### src/shared/csr_defs.vh
// Constants for the core sample rate selector register bank
`ifndef CSR_DEFS_VH
`define CSR_DEFS_VH

// Register indices; the byte address is four times the index
`define CSR_IDX_HAPTIC 14'h0090
`define CSR_IDX_MUTE_MIX 14'h02C3
`define CSR_IDX_IN_PATH 14'h0308
`define CSR_IDX_OUT_PATH 14'h0408
`define CSR_IDX_PORT_ONE 14'h0503
`define CSR_IDX_PORT_TWO 14'h0543
`define CSR_IDX_PORT_THREE 14'h0583
`define CSR_IDX_RX_CH12 14'h05E5
`define CSR_IDX_RX_CH34 14'h05E6
`define CSR_IDX_RX_CH56 14'h05E7

// Word index bits within a byte address
`define CSR_IDX_MSB 15
`define CSR_IDX_LSB 2
`define CSR_IDX_W 14

// Byte lanes that guard the fields
`define CSR_LANE_HI 1
`define CSR_LANE_LO 0

// Register select codes from the address decoder
`define CSR_SEL_W 4
`define CSR_SEL_HAPTIC 4'h0
`define CSR_SEL_MUTE_MIX 4'h1
`define CSR_SEL_IN_PATH 4'h2
`define CSR_SEL_OUT_PATH 4'h3
`define CSR_SEL_PORT_ONE 4'h4
`define CSR_SEL_PORT_TWO 4'h5
`define CSR_SEL_PORT_THREE 4'h6
`define CSR_SEL_RX_CH12 4'h7
`define CSR_SEL_RX_CH34 4'h8
`define CSR_SEL_RX_CH56 4'h9
`define CSR_SEL_NONE 4'hF

// Field positions
`define CSR_HI_MSB 14
`define CSR_HI_LSB 11
`define CSR_MID_MSB 6
`define CSR_MID_LSB 3
`define CSR_LO_MSB 3
`define CSR_LO_LSB 0

// Selector codes
`define CSR_FS_SYS_ONE 4'h0
`define CSR_FS_SYS_TWO 4'h1
`define CSR_FS_SYS_THREE 4'h2
`define CSR_FS_ALT_ONE 4'h8
`define CSR_FS_ALT_TWO 4'h9
`define CSR_FS_RESET 4'h0

// Bus responses
`define CSR_RESP_OKAY 2'h0
`define CSR_RESP_SLVERR 2'h2

`endif

### src/csr_rate_regs.v
// Sample rate selector register bank behind an AXI4-Lite slave
`timescale 1ns/1ps
`include "csr_defs.vh"
module csr_rate_regs #(
    parameter ADDR_W = 16
)
(
    // Clock, reset, enable
    input wire aclk,
    input wire aresetn,
    input wire ce,
    // Write address channel
    input wire s_axi_awvalid,
    output reg s_axi_awready,
    input wire [ADDR_W-1:0] s_axi_awaddr,
    input wire [2:0] s_axi_awprot,
    // Write data channel
    input wire s_axi_wvalid,
    output reg s_axi_wready,
    input wire [31:0] s_axi_wdata,
    input wire [3:0] s_axi_wstrb,
    // Write response channel
    output reg s_axi_bvalid,
    input wire s_axi_bready,
    output reg [1:0] s_axi_bresp,
    // Read address channel
    input wire s_axi_arvalid,
    output reg s_axi_arready,
    input wire [ADDR_W-1:0] s_axi_araddr,
    input wire [2:0] s_axi_arprot,
    // Read data channel
    output reg s_axi_rvalid,
    input wire s_axi_rready,
    output reg [31:0] s_axi_rdata,
    output reg [1:0] s_axi_rresp,
    // Rate selections to the core
    output reg [3:0] haptic_fs_select,
    output reg [3:0] mute_mixer_fs_select,
    output reg [3:0] in_path_fs_select,
    output reg [3:0] out_path_fs_select,
    output reg [3:0] audio_port_one_fs_select,
    output reg [3:0] audio_port_two_fs_select,
    output reg [3:0] audio_port_three_fs_select,
    output reg [3:0] bus_rx_ch1_fs_select,
    output reg [3:0] bus_rx_ch2_fs_select,
    output reg [3:0] bus_rx_ch3_fs_select,
    output reg [3:0] bus_rx_ch4_fs_select,
    output reg [3:0] bus_rx_ch5_fs_select,
    output reg [3:0] bus_rx_ch6_fs_select
);

    // Latched write request
    reg [ADDR_W-1:0] wr_addr;
    reg [31:0] wr_data;
    reg [3:0] wr_strb;

    // Word index to register select; low address bits are ignored
    function [`CSR_SEL_W-1:0] decode;
        input [ADDR_W-1:0] addr;
        reg [`CSR_IDX_W-1:0] idx;
        begin
            idx = addr[`CSR_IDX_MSB:`CSR_IDX_LSB];
            case (idx)
                `CSR_IDX_HAPTIC: decode = `CSR_SEL_HAPTIC;
                `CSR_IDX_MUTE_MIX: decode = `CSR_SEL_MUTE_MIX;
                `CSR_IDX_IN_PATH: decode = `CSR_SEL_IN_PATH;
                `CSR_IDX_OUT_PATH: decode = `CSR_SEL_OUT_PATH;
                `CSR_IDX_PORT_ONE: decode = `CSR_SEL_PORT_ONE;
                `CSR_IDX_PORT_TWO: decode = `CSR_SEL_PORT_TWO;
                `CSR_IDX_PORT_THREE: decode = `CSR_SEL_PORT_THREE;
                `CSR_IDX_RX_CH12: decode = `CSR_SEL_RX_CH12;
                `CSR_IDX_RX_CH34: decode = `CSR_SEL_RX_CH34;
                `CSR_IDX_RX_CH56: decode = `CSR_SEL_RX_CH56;
                default: decode = `CSR_SEL_NONE;
            endcase
        end
    endfunction

    // Accepts listed codes; secondary-domain codes only where allowed
    function code_ok;
        input [3:0] code;
        input allow_alt;
        begin
            case (code)
                `CSR_FS_SYS_ONE, `CSR_FS_SYS_TWO, `CSR_FS_SYS_THREE: code_ok = 1'b1;
                `CSR_FS_ALT_ONE, `CSR_FS_ALT_TWO: code_ok = allow_alt;
                default: code_ok = 1'b0;
            endcase
        end
    endfunction

    // New field value, or the old one when the lane is off or the code is refused
    function [3:0] upd;
        input [3:0] old;
        input [3:0] code;
        input lane;
        input allow_alt;
        begin
            if (lane && code_ok(code, allow_alt))
                upd = code;
            else
                upd = old;
        end
    endfunction

    // Read data for a register select; unused bits read as zero
    function [31:0] rd_word;
        input [`CSR_SEL_W-1:0] sel;
        begin
            rd_word = 32'h0000_0000;
            case (sel)
                `CSR_SEL_HAPTIC: rd_word[`CSR_HI_MSB:`CSR_HI_LSB] = haptic_fs_select;
                `CSR_SEL_MUTE_MIX: rd_word[`CSR_HI_MSB:`CSR_HI_LSB] = mute_mixer_fs_select;
                `CSR_SEL_IN_PATH: rd_word[`CSR_HI_MSB:`CSR_HI_LSB] = in_path_fs_select;
                `CSR_SEL_OUT_PATH: rd_word[`CSR_HI_MSB:`CSR_HI_LSB] = out_path_fs_select;
                `CSR_SEL_PORT_ONE: rd_word[`CSR_LO_MSB:`CSR_LO_LSB] = audio_port_one_fs_select;
                `CSR_SEL_PORT_TWO: rd_word[`CSR_LO_MSB:`CSR_LO_LSB] = audio_port_two_fs_select;
                `CSR_SEL_PORT_THREE: rd_word[`CSR_LO_MSB:`CSR_LO_LSB] = audio_port_three_fs_select;
                `CSR_SEL_RX_CH12:
                begin
                    rd_word[`CSR_HI_MSB:`CSR_HI_LSB] = bus_rx_ch2_fs_select;
                    rd_word[`CSR_MID_MSB:`CSR_MID_LSB] = bus_rx_ch1_fs_select;
                end
                `CSR_SEL_RX_CH34:
                begin
                    rd_word[`CSR_HI_MSB:`CSR_HI_LSB] = bus_rx_ch4_fs_select;
                    rd_word[`CSR_MID_MSB:`CSR_MID_LSB] = bus_rx_ch3_fs_select;
                end
                `CSR_SEL_RX_CH56:
                begin
                    rd_word[`CSR_HI_MSB:`CSR_HI_LSB] = bus_rx_ch6_fs_select;
                    rd_word[`CSR_MID_MSB:`CSR_MID_LSB] = bus_rx_ch5_fs_select;
                end
                default: rd_word = 32'h0000_0000;
            endcase
        end
    endfunction

    wire [`CSR_SEL_W-1:0] wr_sel = decode(wr_addr);
    wire [`CSR_SEL_W-1:0] rd_sel = decode(s_axi_araddr);
    wire [3:0] code_hi = wr_data[`CSR_HI_MSB:`CSR_HI_LSB];
    wire [3:0] code_mid = wr_data[`CSR_MID_MSB:`CSR_MID_LSB];
    wire [3:0] code_lo = wr_data[`CSR_LO_MSB:`CSR_LO_LSB];
    // Bits 14:11 live in byte lane 1, bits 6:3 and 3:0 in lane 0
    wire lane_hi = wr_strb[`CSR_LANE_HI];
    wire lane_lo = wr_strb[`CSR_LANE_LO];
    // Both halves of the write held and no response pending
    wire do_write = ~s_axi_awready & ~s_axi_wready & ~s_axi_bvalid;

    // Write channels
    always @(posedge aclk)
    begin
        if (!aresetn)
        begin
            s_axi_awready <= 1'b1;
            s_axi_wready <= 1'b1;
            s_axi_bvalid <= 1'b0;
            s_axi_bresp <= `CSR_RESP_OKAY;
            wr_addr <= {ADDR_W{1'b0}};
            wr_data <= 32'h0000_0000;
            wr_strb <= 4'h0;
        end
        else if (ce)
        begin
            // Address and data are taken in either order
            if (s_axi_awvalid && s_axi_awready)
            begin
                wr_addr <= s_axi_awaddr;
                s_axi_awready <= 1'b0;
            end
            if (s_axi_wvalid && s_axi_wready)
            begin
                wr_data <= s_axi_wdata;
                wr_strb <= s_axi_wstrb;
                s_axi_wready <= 1'b0;
            end
            // Refused codes still answer OKAY; only an unmapped word is an error
            if (do_write)
            begin
                s_axi_bvalid <= 1'b1;
                s_axi_bresp <= (wr_sel == `CSR_SEL_NONE) ? `CSR_RESP_SLVERR : `CSR_RESP_OKAY;
            end
            // Channels reopen only after the response is taken
            if (s_axi_bvalid && s_axi_bready)
            begin
                s_axi_bvalid <= 1'b0;
                s_axi_awready <= 1'b1;
                s_axi_wready <= 1'b1;
            end
        end
    end

    // Core processing groups; a refused code leaves the running rate alone
    always @(posedge aclk)
    begin
        if (!aresetn)
        begin
            haptic_fs_select <= `CSR_FS_RESET;
            mute_mixer_fs_select <= `CSR_FS_RESET;
            in_path_fs_select <= `CSR_FS_RESET;
            out_path_fs_select <= `CSR_FS_RESET;
        end
        else if (ce && do_write)
        begin
            case (wr_sel)
                `CSR_SEL_HAPTIC:
                    haptic_fs_select <= upd(haptic_fs_select, code_hi, lane_hi, 1'b1);
                `CSR_SEL_MUTE_MIX:
                    mute_mixer_fs_select <= upd(mute_mixer_fs_select, code_hi, lane_hi, 1'b1);
                // Secondary-domain codes refused: converter paths stay on the main clock
                `CSR_SEL_IN_PATH:
                    in_path_fs_select <= upd(in_path_fs_select, code_hi, lane_hi, 1'b0);
                `CSR_SEL_OUT_PATH:
                    out_path_fs_select <= upd(out_path_fs_select, code_hi, lane_hi, 1'b0);
                // Interface registers and unmapped words touch nothing here
                default:
                    haptic_fs_select <= haptic_fs_select;
            endcase
        end
    end

    // External interface groups
    always @(posedge aclk)
    begin
        if (!aresetn)
        begin
            audio_port_one_fs_select <= `CSR_FS_RESET;
            audio_port_two_fs_select <= `CSR_FS_RESET;
            audio_port_three_fs_select <= `CSR_FS_RESET;
            bus_rx_ch1_fs_select <= `CSR_FS_RESET;
            bus_rx_ch2_fs_select <= `CSR_FS_RESET;
            bus_rx_ch3_fs_select <= `CSR_FS_RESET;
            bus_rx_ch4_fs_select <= `CSR_FS_RESET;
            bus_rx_ch5_fs_select <= `CSR_FS_RESET;
            bus_rx_ch6_fs_select <= `CSR_FS_RESET;
        end
        else if (ce && do_write)
        begin
            case (wr_sel)
                `CSR_SEL_PORT_ONE:
                    audio_port_one_fs_select <= upd(audio_port_one_fs_select, code_lo, lane_lo, 1'b1);
                `CSR_SEL_PORT_TWO:
                    audio_port_two_fs_select <= upd(audio_port_two_fs_select, code_lo, lane_lo, 1'b1);
                `CSR_SEL_PORT_THREE:
                    audio_port_three_fs_select <= upd(audio_port_three_fs_select, code_lo, lane_lo, 1'b1);
                `CSR_SEL_RX_CH12:
                begin
                    bus_rx_ch1_fs_select <= upd(bus_rx_ch1_fs_select, code_mid, lane_lo, 1'b1);
                    bus_rx_ch2_fs_select <= upd(bus_rx_ch2_fs_select, code_hi, lane_hi, 1'b1);
                end
                `CSR_SEL_RX_CH34:
                begin
                    bus_rx_ch3_fs_select <= upd(bus_rx_ch3_fs_select, code_mid, lane_lo, 1'b1);
                    bus_rx_ch4_fs_select <= upd(bus_rx_ch4_fs_select, code_hi, lane_hi, 1'b1);
                end
                `CSR_SEL_RX_CH56:
                begin
                    bus_rx_ch5_fs_select <= upd(bus_rx_ch5_fs_select, code_mid, lane_lo, 1'b1);
                    bus_rx_ch6_fs_select <= upd(bus_rx_ch6_fs_select, code_hi, lane_hi, 1'b1);
                end
                default:
                    audio_port_one_fs_select <= audio_port_one_fs_select;
            endcase
        end
    end

    // Read channels
    always @(posedge aclk)
    begin
        if (!aresetn)
        begin
            s_axi_arready <= 1'b1;
            s_axi_rvalid <= 1'b0;
            s_axi_rdata <= 32'h0000_0000;
            s_axi_rresp <= `CSR_RESP_OKAY;
        end
        else if (ce)
        begin
            if (s_axi_arvalid && s_axi_arready)
            begin
                s_axi_arready <= 1'b0;
                s_axi_rvalid <= 1'b1;
                s_axi_rdata <= rd_word(rd_sel);
                s_axi_rresp <= (rd_sel == `CSR_SEL_NONE) ? `CSR_RESP_SLVERR : `CSR_RESP_OKAY;
            end
            if (s_axi_rvalid && s_axi_rready)
            begin
                s_axi_rvalid <= 1'b0;
                s_axi_arready <= 1'b1;
            end
        end
    end

endmodule

### config.mk
export PLATFORM = sky130hd
export DESIGN_NAME = csr_rate_regs
export DESIGN_NICKNAME = d
export VERILOG_FILES = /design/src/csr_rate_regs.v
export VERILOG_INCLUDE_DIRS = /design/src /design/src/shared
export SDC_FILE = /design/constraint.sdc
export NUM_CORES = 1
export LEC_CHECK = 0
export BUFFER_PORTS_ARGS = -buffer_cell sky130_fd_sc_hd__buf_4
export CAP_MARGIN = 20
export CORE_AREA = 8 8 104 106
export CTS_BUF_LIST = sky130_fd_sc_hd__clkbuf_16
export DETAILED_ROUTE_END_ITERATION = 8
export DIE_AREA = 0 0 112 114
export GPL_TIMING_DRIVEN = 0
export PLACE_DENSITY = 0.95
export SETUP_SLACK_MARGIN = 0.5
export SKIP_LAST_GASP = 1
export SLEW_MARGIN = 10
export SYNTH_ARGS = -nofsm -noshare
export SYNTH_HDL_FRONTEND = slang
export SYNTH_SLANG_ARGS = --single-unit
export TNS_END_PERCENT = 5
### constraint.sdc
create_clock -name aclk -period 2.7 [get_ports aclk]
set_input_delay 0.135 -clock aclk [delete_from_list [all_inputs] [get_ports aclk]]
set_output_delay 0.135 -clock aclk [all_outputs]
set_load 0.01 [all_outputs]
==> flow_summary.ini, run 1 <==
[outcome]
status = finished, final reports clean

[synthesis]
postSynthAreaPerCell_um2 = 9.09
synth.yosys.seq_area_share = 0.413
yosys.cell_count.top_type = nand2_1
synthesis.yosys.warnings = 0
synth_area_leaders = dfxtp_1 41%, mux2i_1 10%, nand2_1 10%
predominant_post_synthesis_flop_cell = dfxtp_1
netlist_top_cells_count = 125 x nand2_1, 97 x dfxtp_1, 47 x mux2i_1
netlist_area_mm2 = 0.00471
synthesis.instances = 518
asyncSetResetFlopFracSynth = 0
yosysUniqueCellTypes = 60
library_cell_with_the_largest_summed_area_after_synthesis = dfxtp_1
yosysTopAreaCellShare = 0.413
synth.ff_latch_count = 97
number_of_enable_flip_flop_cells_after_synthesis = 0

[grt]
first_global_vias = 4397
global_route_wire_length_before_repair_um = 21900
grt_use_total = 0.212
grt_start_max_net_pins = 17
grt_antenna_before_repair = 0
overflow = 0

[hold_path]
timing.hold.worst.class = in -> reg
min_delay_path_depth = 3

[floorplan]
ioPinCount = 175
die_y_um = 114
dieWidth_um = 112
initial_utilization = 0.517
core.rowCount = 35
core_region_area_mm2 = 0.00911
fp.dieArea_mm2 = 0.0128

[placed_design]
portBuffers = 115
hpwl_um = 10800
dpl_cell_area_mm2 = 0.00579
place.detailed.instances = 766
gpl.final_weighted_congestion = 0.854

[layout]
stdcell_area_mm2 = 0.00610
reg_top3 = wr_addr: 14 flops, s_axi_rdata: 11 flops, wr_data: 11 flops
area_growth_syn_to_layout_pct = 29.6
nFillCells = 716
largest_register = wr_addr
post_layout_nonfiller_instances = 784
nets = 750
drive_above_1_share = 0.270
largest_reg_flops = 14
num_antenna_cells = 0
final_util = 0.670

[clock_tree]
post_cts_resize_count = 0
clock_latency_ns = 0.35
tritoncts = done
cts_max_path_buffers = 2
cts_htree_levels = 3
cts.sinks = 97
cts-root-buf = clkbuf_16
cts.reportedPaths.clkPinSlew_ns = 0.06
cts_inserted_buffers = 9

[route]
finalWirelength_um = 13800
detailedRoute.firstPassIterationCount = 6
avgRoutedWirePerCell_um = 17.6
viasPerCell = 5.61
detailroute.via_count = 4397
route.antenna.remaining_nets = 0
detailedRoute.firstIterationViolations = 349
drc = 0

[critical_path]
startpoint_type_of_the_worst_setup_path = register
r2r_cell_count = 4
cp-end-kind = register
cp.required_ns = 2.97
arrival_ns = 2.37
timing_worst_setup_path_type = reg -> reg
critPathMaxFanout = 7

[run]
cap_violations = 0

[sta]
timing_max_transition_violations_final = 0
setup-tns-final_ns = 0
max_freq_mhz = 475
slew-limit-headroom = 0.465
clock_skew_ns = 0.0102
setup_viol = 0
finalCriticalPeriod_ns = 2.10
rsz0062_at_grt = yes
min_period_over_period = 0.779
worst_pin_slew_ns = 0.797
final-hold-violation-count = 0

[power]
p_leak_nw = 2.66
power_density_mw_per_mm2 = 496
vdd.ir_drop.worst_uv = 314
power_mw = 3.03
## worst max-delay path, stage by stage, from the launching register on
cell and delay [ns]:
dfxtp_1 0.36, nor4b_4 0.48, nand4b_1 0.40, nor4_4 0.57, mux2i_1 0.23
## metrics by stage
| step | setup slack [ns] | hold slack [ns] |
|---|---|---|
| after floorplan | 0.908 | 0.270 |
| after global placement | 0.717 | 0.382 |
| after detailed placement | 0.617 | 0.394 |
| after CTS | 0.574 | 0.0337 |
| after global routing | 0.484 | 0.0431 |
| final | 0.596 | 0.0343 |
## cell families after synthesis
logic type      after synthesis  share of synthesized area
simple gates                233                      0.271
buf+inv                      49                     0.0598
other cells                   1                   0.000797
compound gates               88                      0.149
mux                          50                      0.107
flops                        97                      0.413
## final cells by class
cell class | count | area, um^2 | area share
multi-input combinational | 394 | 2570 | 0.421
sequential | 97 | 1940 | 0.318
timing repair buffer | 117 | 878 | 0.144
buffer | 48 | 278 | 0.0455
clock buffer | 9 | 225 | 0.0369
tap | 111 | 139 | 0.0228
clock inverter | 7 | 70.1 | 0.0115
inverter | 1 | 3.75 | 0.000615
## path summary, 6_finish.rpt
kind | from | end | slack, ns
worst min-delay path | s_axi_awaddr[3] | wr_addr[3] | 0.03
worst max-delay path | s_axi_bvalid | audio_port_three_fs_select[1] | 0.60
worst max register to register | s_axi_bvalid | audio_port_three_fs_select[1] | 0.60
worst min register to register | s_axi_rdata[5] | s_axi_rdata[5] | 0.46
## report_power, final
| part | switching (mW) | leakage [nW] | internal, mW | total (mW) |
|---|---|---|---|---|
| logic | 0.146 | 1.73 | 0.123 | 0.270 |
| registers | 0.0275 | 0.785 | 1.45 | 1.48 |
| clock network | 0.559 | 0.141 | 0.717 | 1.28 |
## per-layer routing
metal / share of wire / track usage / up-vias
li1: - / - / 2102
met1: 0.41 / 0.240 / 2096
met2: 0.49 / 0.366 / 177
met3: 0.079 / 0.0618 / 22
met4: 0.022 / 0.0899 / 0
met5: 0 / 0 / -
## timing repair
action                     CTS  global route
hold buffers                 0             0
setup endpoints to repair    0             6
buffers inserted             0             2
## cells in the final DEF (no fill, tap or decap), drive strengths merged, types with 5 or more instances in the layout
cell      n
buf     144
and3     15
and3b     5
nor2b     6
nand3    15
nor3      7
a22oi     7
a21o      5
a21boi   28
dfxtp    97
nand2   125
nand4     7
nor2     16
mux2i    47
nand4b    5
nor4b     5
o211a     5
conb     23
o21ai    19
clkbuf   30
nor4      5
and4b     5
a21oi     7
a222oi    5
(Power assumes the default switching activity.)
==> run 2: changes to the inputs <==
--- a/config.mk
+++ b/config.mk
@@ -8,12 +8,12 @@
 export LEC_CHECK = 0
 export BUFFER_PORTS_ARGS = -buffer_cell sky130_fd_sc_hd__buf_4
 export CAP_MARGIN = 20
-export CORE_AREA = 8 8 104 106
+export CORE_AREA = 8 8 107 109
 export CTS_BUF_LIST = sky130_fd_sc_hd__clkbuf_16
 export DETAILED_ROUTE_END_ITERATION = 8
-export DIE_AREA = 0 0 112 114
+export DIE_AREA = 0 0 115 117
 export GPL_TIMING_DRIVEN = 0
-export PLACE_DENSITY = 0.95
+export PLACE_DENSITY = 0.91
 export SETUP_SLACK_MARGIN = 0.5
 export SKIP_LAST_GASP = 1
 export SLEW_MARGIN = 10
==> constraint.sdc (replaced) <==
create_clock -name aclk -period 2.2 [get_ports aclk]
set_input_delay 0.11 -clock aclk [delete_from_list [all_inputs] [get_ports aclk]]
set_output_delay 0.11 -clock aclk [all_outputs]
set_load 0.01 [all_outputs]
==> run 2 against run 1 <==
  * Sequential power grew 23%
  * First-iteration DRC count grew 4.0%
  * Via count grew 2.1%
  * Routed wire length grew 6.4%
  * Die area grew 5.4%
  * Clock power grew 25%
  * Worst hold slack lost 0.024 ns
  * Setup slack lost 0.26 ns
  * Utilization shrank 3.0 points
  * Non-clock buffer count grew 11
  * Sequential cell count is the same
  * Power grew 25%
  * Critical path type unchanged
  * Critical endpoint is now in_path_fs_select[3]
==> flow_summary.ini, run 2 (synthesized netlist as in run 1, its figures left out) <==
[outcome]
status = finished, final reports clean

[critical_path]
startpoint_type_of_the_worst_setup_path = register
cp-end-kind = register
r2r_cell_count = 6
cpPeakStageDelay_ns = 0.41
worst_setup_path_startpoint = s_axi_wready
critPathMaxFanout = 6
r2r-end = in_path_fs_select[3]
cp.required_ns = 2.44
crit_path_cell_trace = nor4b_4 > buf_4 > nand4b_1 > or3_4 > nor3_4 > and3b_1
critical_path.slowest_cell = or3_4
arrival_ns = 2.11
reg2reg_from = s_axi_wready
timing_worst_setup_path_type = reg -> reg
ff2ff_setup_slack_ns = 0.33

[grt]
first_global_vias = 4416
grt_use_total = 0.213
grt_antenna_before_repair = 0
grt_start_max_net_pins = 18
overflow = 0
global_route_wire_length_before_repair_um = 22500

[route]
drc = 0
avgRoutedWirePerCell_um = 17.9
detailedRoute.firstIterationViolations = 363
route.antenna.remaining_nets = 0
viasPerCell = 5.47
finalWirelength_um = 14700
detailroute.via_count = 4488
detailedRoute.firstPassIterationCount = 9

[sta]
clock_skew_ns = 0.00827
min_period_over_period = 0.848
setup_viol = 0
worst_pin_slew_ns = 0.815
finalCriticalPeriod_ns = 1.87
rsz0062_at_grt = yes
final-hold-violation-count = 0
finalWorstSetupSlack_ns = 0.334
timing_max_transition_violations_final = 0
max_freq_mhz = 536
slew-limit-headroom = 0.452
setup-tns-final_ns = 0

[layout]
nets = 761
reg_top3 = wr_addr: 14 flops, s_axi_rdata: 11 flops, wr_data: 11 flops
multi_input_comb_area_mm2 = 0.00264
largest_register = wr_addr
num_antenna_cells = 0
sequential_cell_area_mm2 = 0.00196
largest_reg_flops = 14
area_growth_syn_to_layout_pct = 34.6
layout.cells.most_common = buf_4
final_util = 0.639
nFillCells = 857
drive_above_1_share = 0.311
mostFrequentLayoutCells = 150 x buf_4, 124 x nand2_1, 88 x dfxtp_1

[hold_path]
whs_endpoint = wr_addr[2]
timing.hold.worst.class = in -> reg
min_delay_path_depth = 3
hp-start = s_axi_awaddr[2]

[clock_tree]
cts_htree_levels = 3
clock_latency_ns = 0.34
cts_max_path_buffers = 2
cts.reportedPaths.clkPinSlew_ns = 0.07
cts_hold_buffers = 0
tritoncts = done
cts_inserted_buffers = 9
cts.sinks = 97
cts-root-buf = clkbuf_16

[floorplan]
core.rowCount = 37
fp.dieArea_mm2 = 0.0135
die_y_um = 117
core_region_area_mm2 = 0.00991
dieWidth_um = 115
ioPinCount = 175
initial_utilization = 0.475

[power]
p_leak_nw = 2.75
vdd.ir_drop.worst_uv = 415
power_density_mw_per_mm2 = 596

[placed_design]
portBuffers = 115
hpwl_um = 11200
gpl.final_weighted_congestion = 0.879
placement.setup.worst_slack_ns = 0.147

[run]
cap_violations = 0
==> run 2: how the worst max path moves through the flow <==
| stage | cells after the start | endpoint |
|---|---|---|
| after floorplan | 5 | out_path_fs_select[2] |
| after global placement | 5 | in_path_fs_select[3] |
| after detailed placement | 4 | audio_port_one_fs_select[3] |
| after CTS | 6 | in_path_fs_select[3] |
| after global routing | 5 | mute_mixer_fs_select[2] |
| final | 6 | in_path_fs_select[3] |
==> run 2: what timing repair did <==
action                                  CTS  global route
setup buffers                            10             3
pin swaps                                 6             3
endpoints found under the setup margin   53            57
resized for setup                         9            11
==> run 2: report_power, final <==
part / internal [mW] / switching, mW / leakage [nW]
Sequential: 1.78 / 0.0387 / 0.788
Combinational: 0.161 / 0.191 / 1.81
Clock: 0.895 / 0.704 / 0.147
==> run 2: stage by stage <==
stage | power, mW | instances | hold WS (ns) | instance area (um^2)
final | 3.77 | 820 | 0.0107 | 6330
after floorplan | 2.05 | 540 | 0.237 | 4820
after global routing | 3.89 | 820 | 0.00935 | 6330
after CTS | 3.78 | 817 | 0.00999 | 6270
after global placement | 2.18 | 791 | 0.363 | 5850
after detailed placement | 2.19 | 791 | 0.375 | 5850
==> run 2: area by class of cell <==
| type | instances | share of cell area |
|---|---|---|
| timing repair buffer | 128 | 0.154 |
| sequential | 97 | 0.310 |
| clock buffer | 9 | 0.0356 |
| multi-input combinational | 394 | 0.417 |
| clock inverter | 7 | 0.0126 |
| buffer | 48 | 0.0438 |
| tap | 136 | 0.0269 |
| inverter | 1 | 0.000593 |
==> run 2: per-layer routing <==
metal | part of all wire | vias up | track usage
met4 | 0.021 | 0 | 0.0788
met3 | 0.083 | 25 | 0.0487
met1 | 0.40 | 2118 | 0.254
met2 | 0.49 | 213 | 0.366
li1 | - | 2132 | -
met5 | 0 | - | 0
==> run 2: critical path, delay by kind of cell, from the launching register on <==
kind,cells,cell delay (ns)
flip-flops,1,0.35
AND/OR/NAND/NOR,5,1.25
buffers and inverters,1,0.18
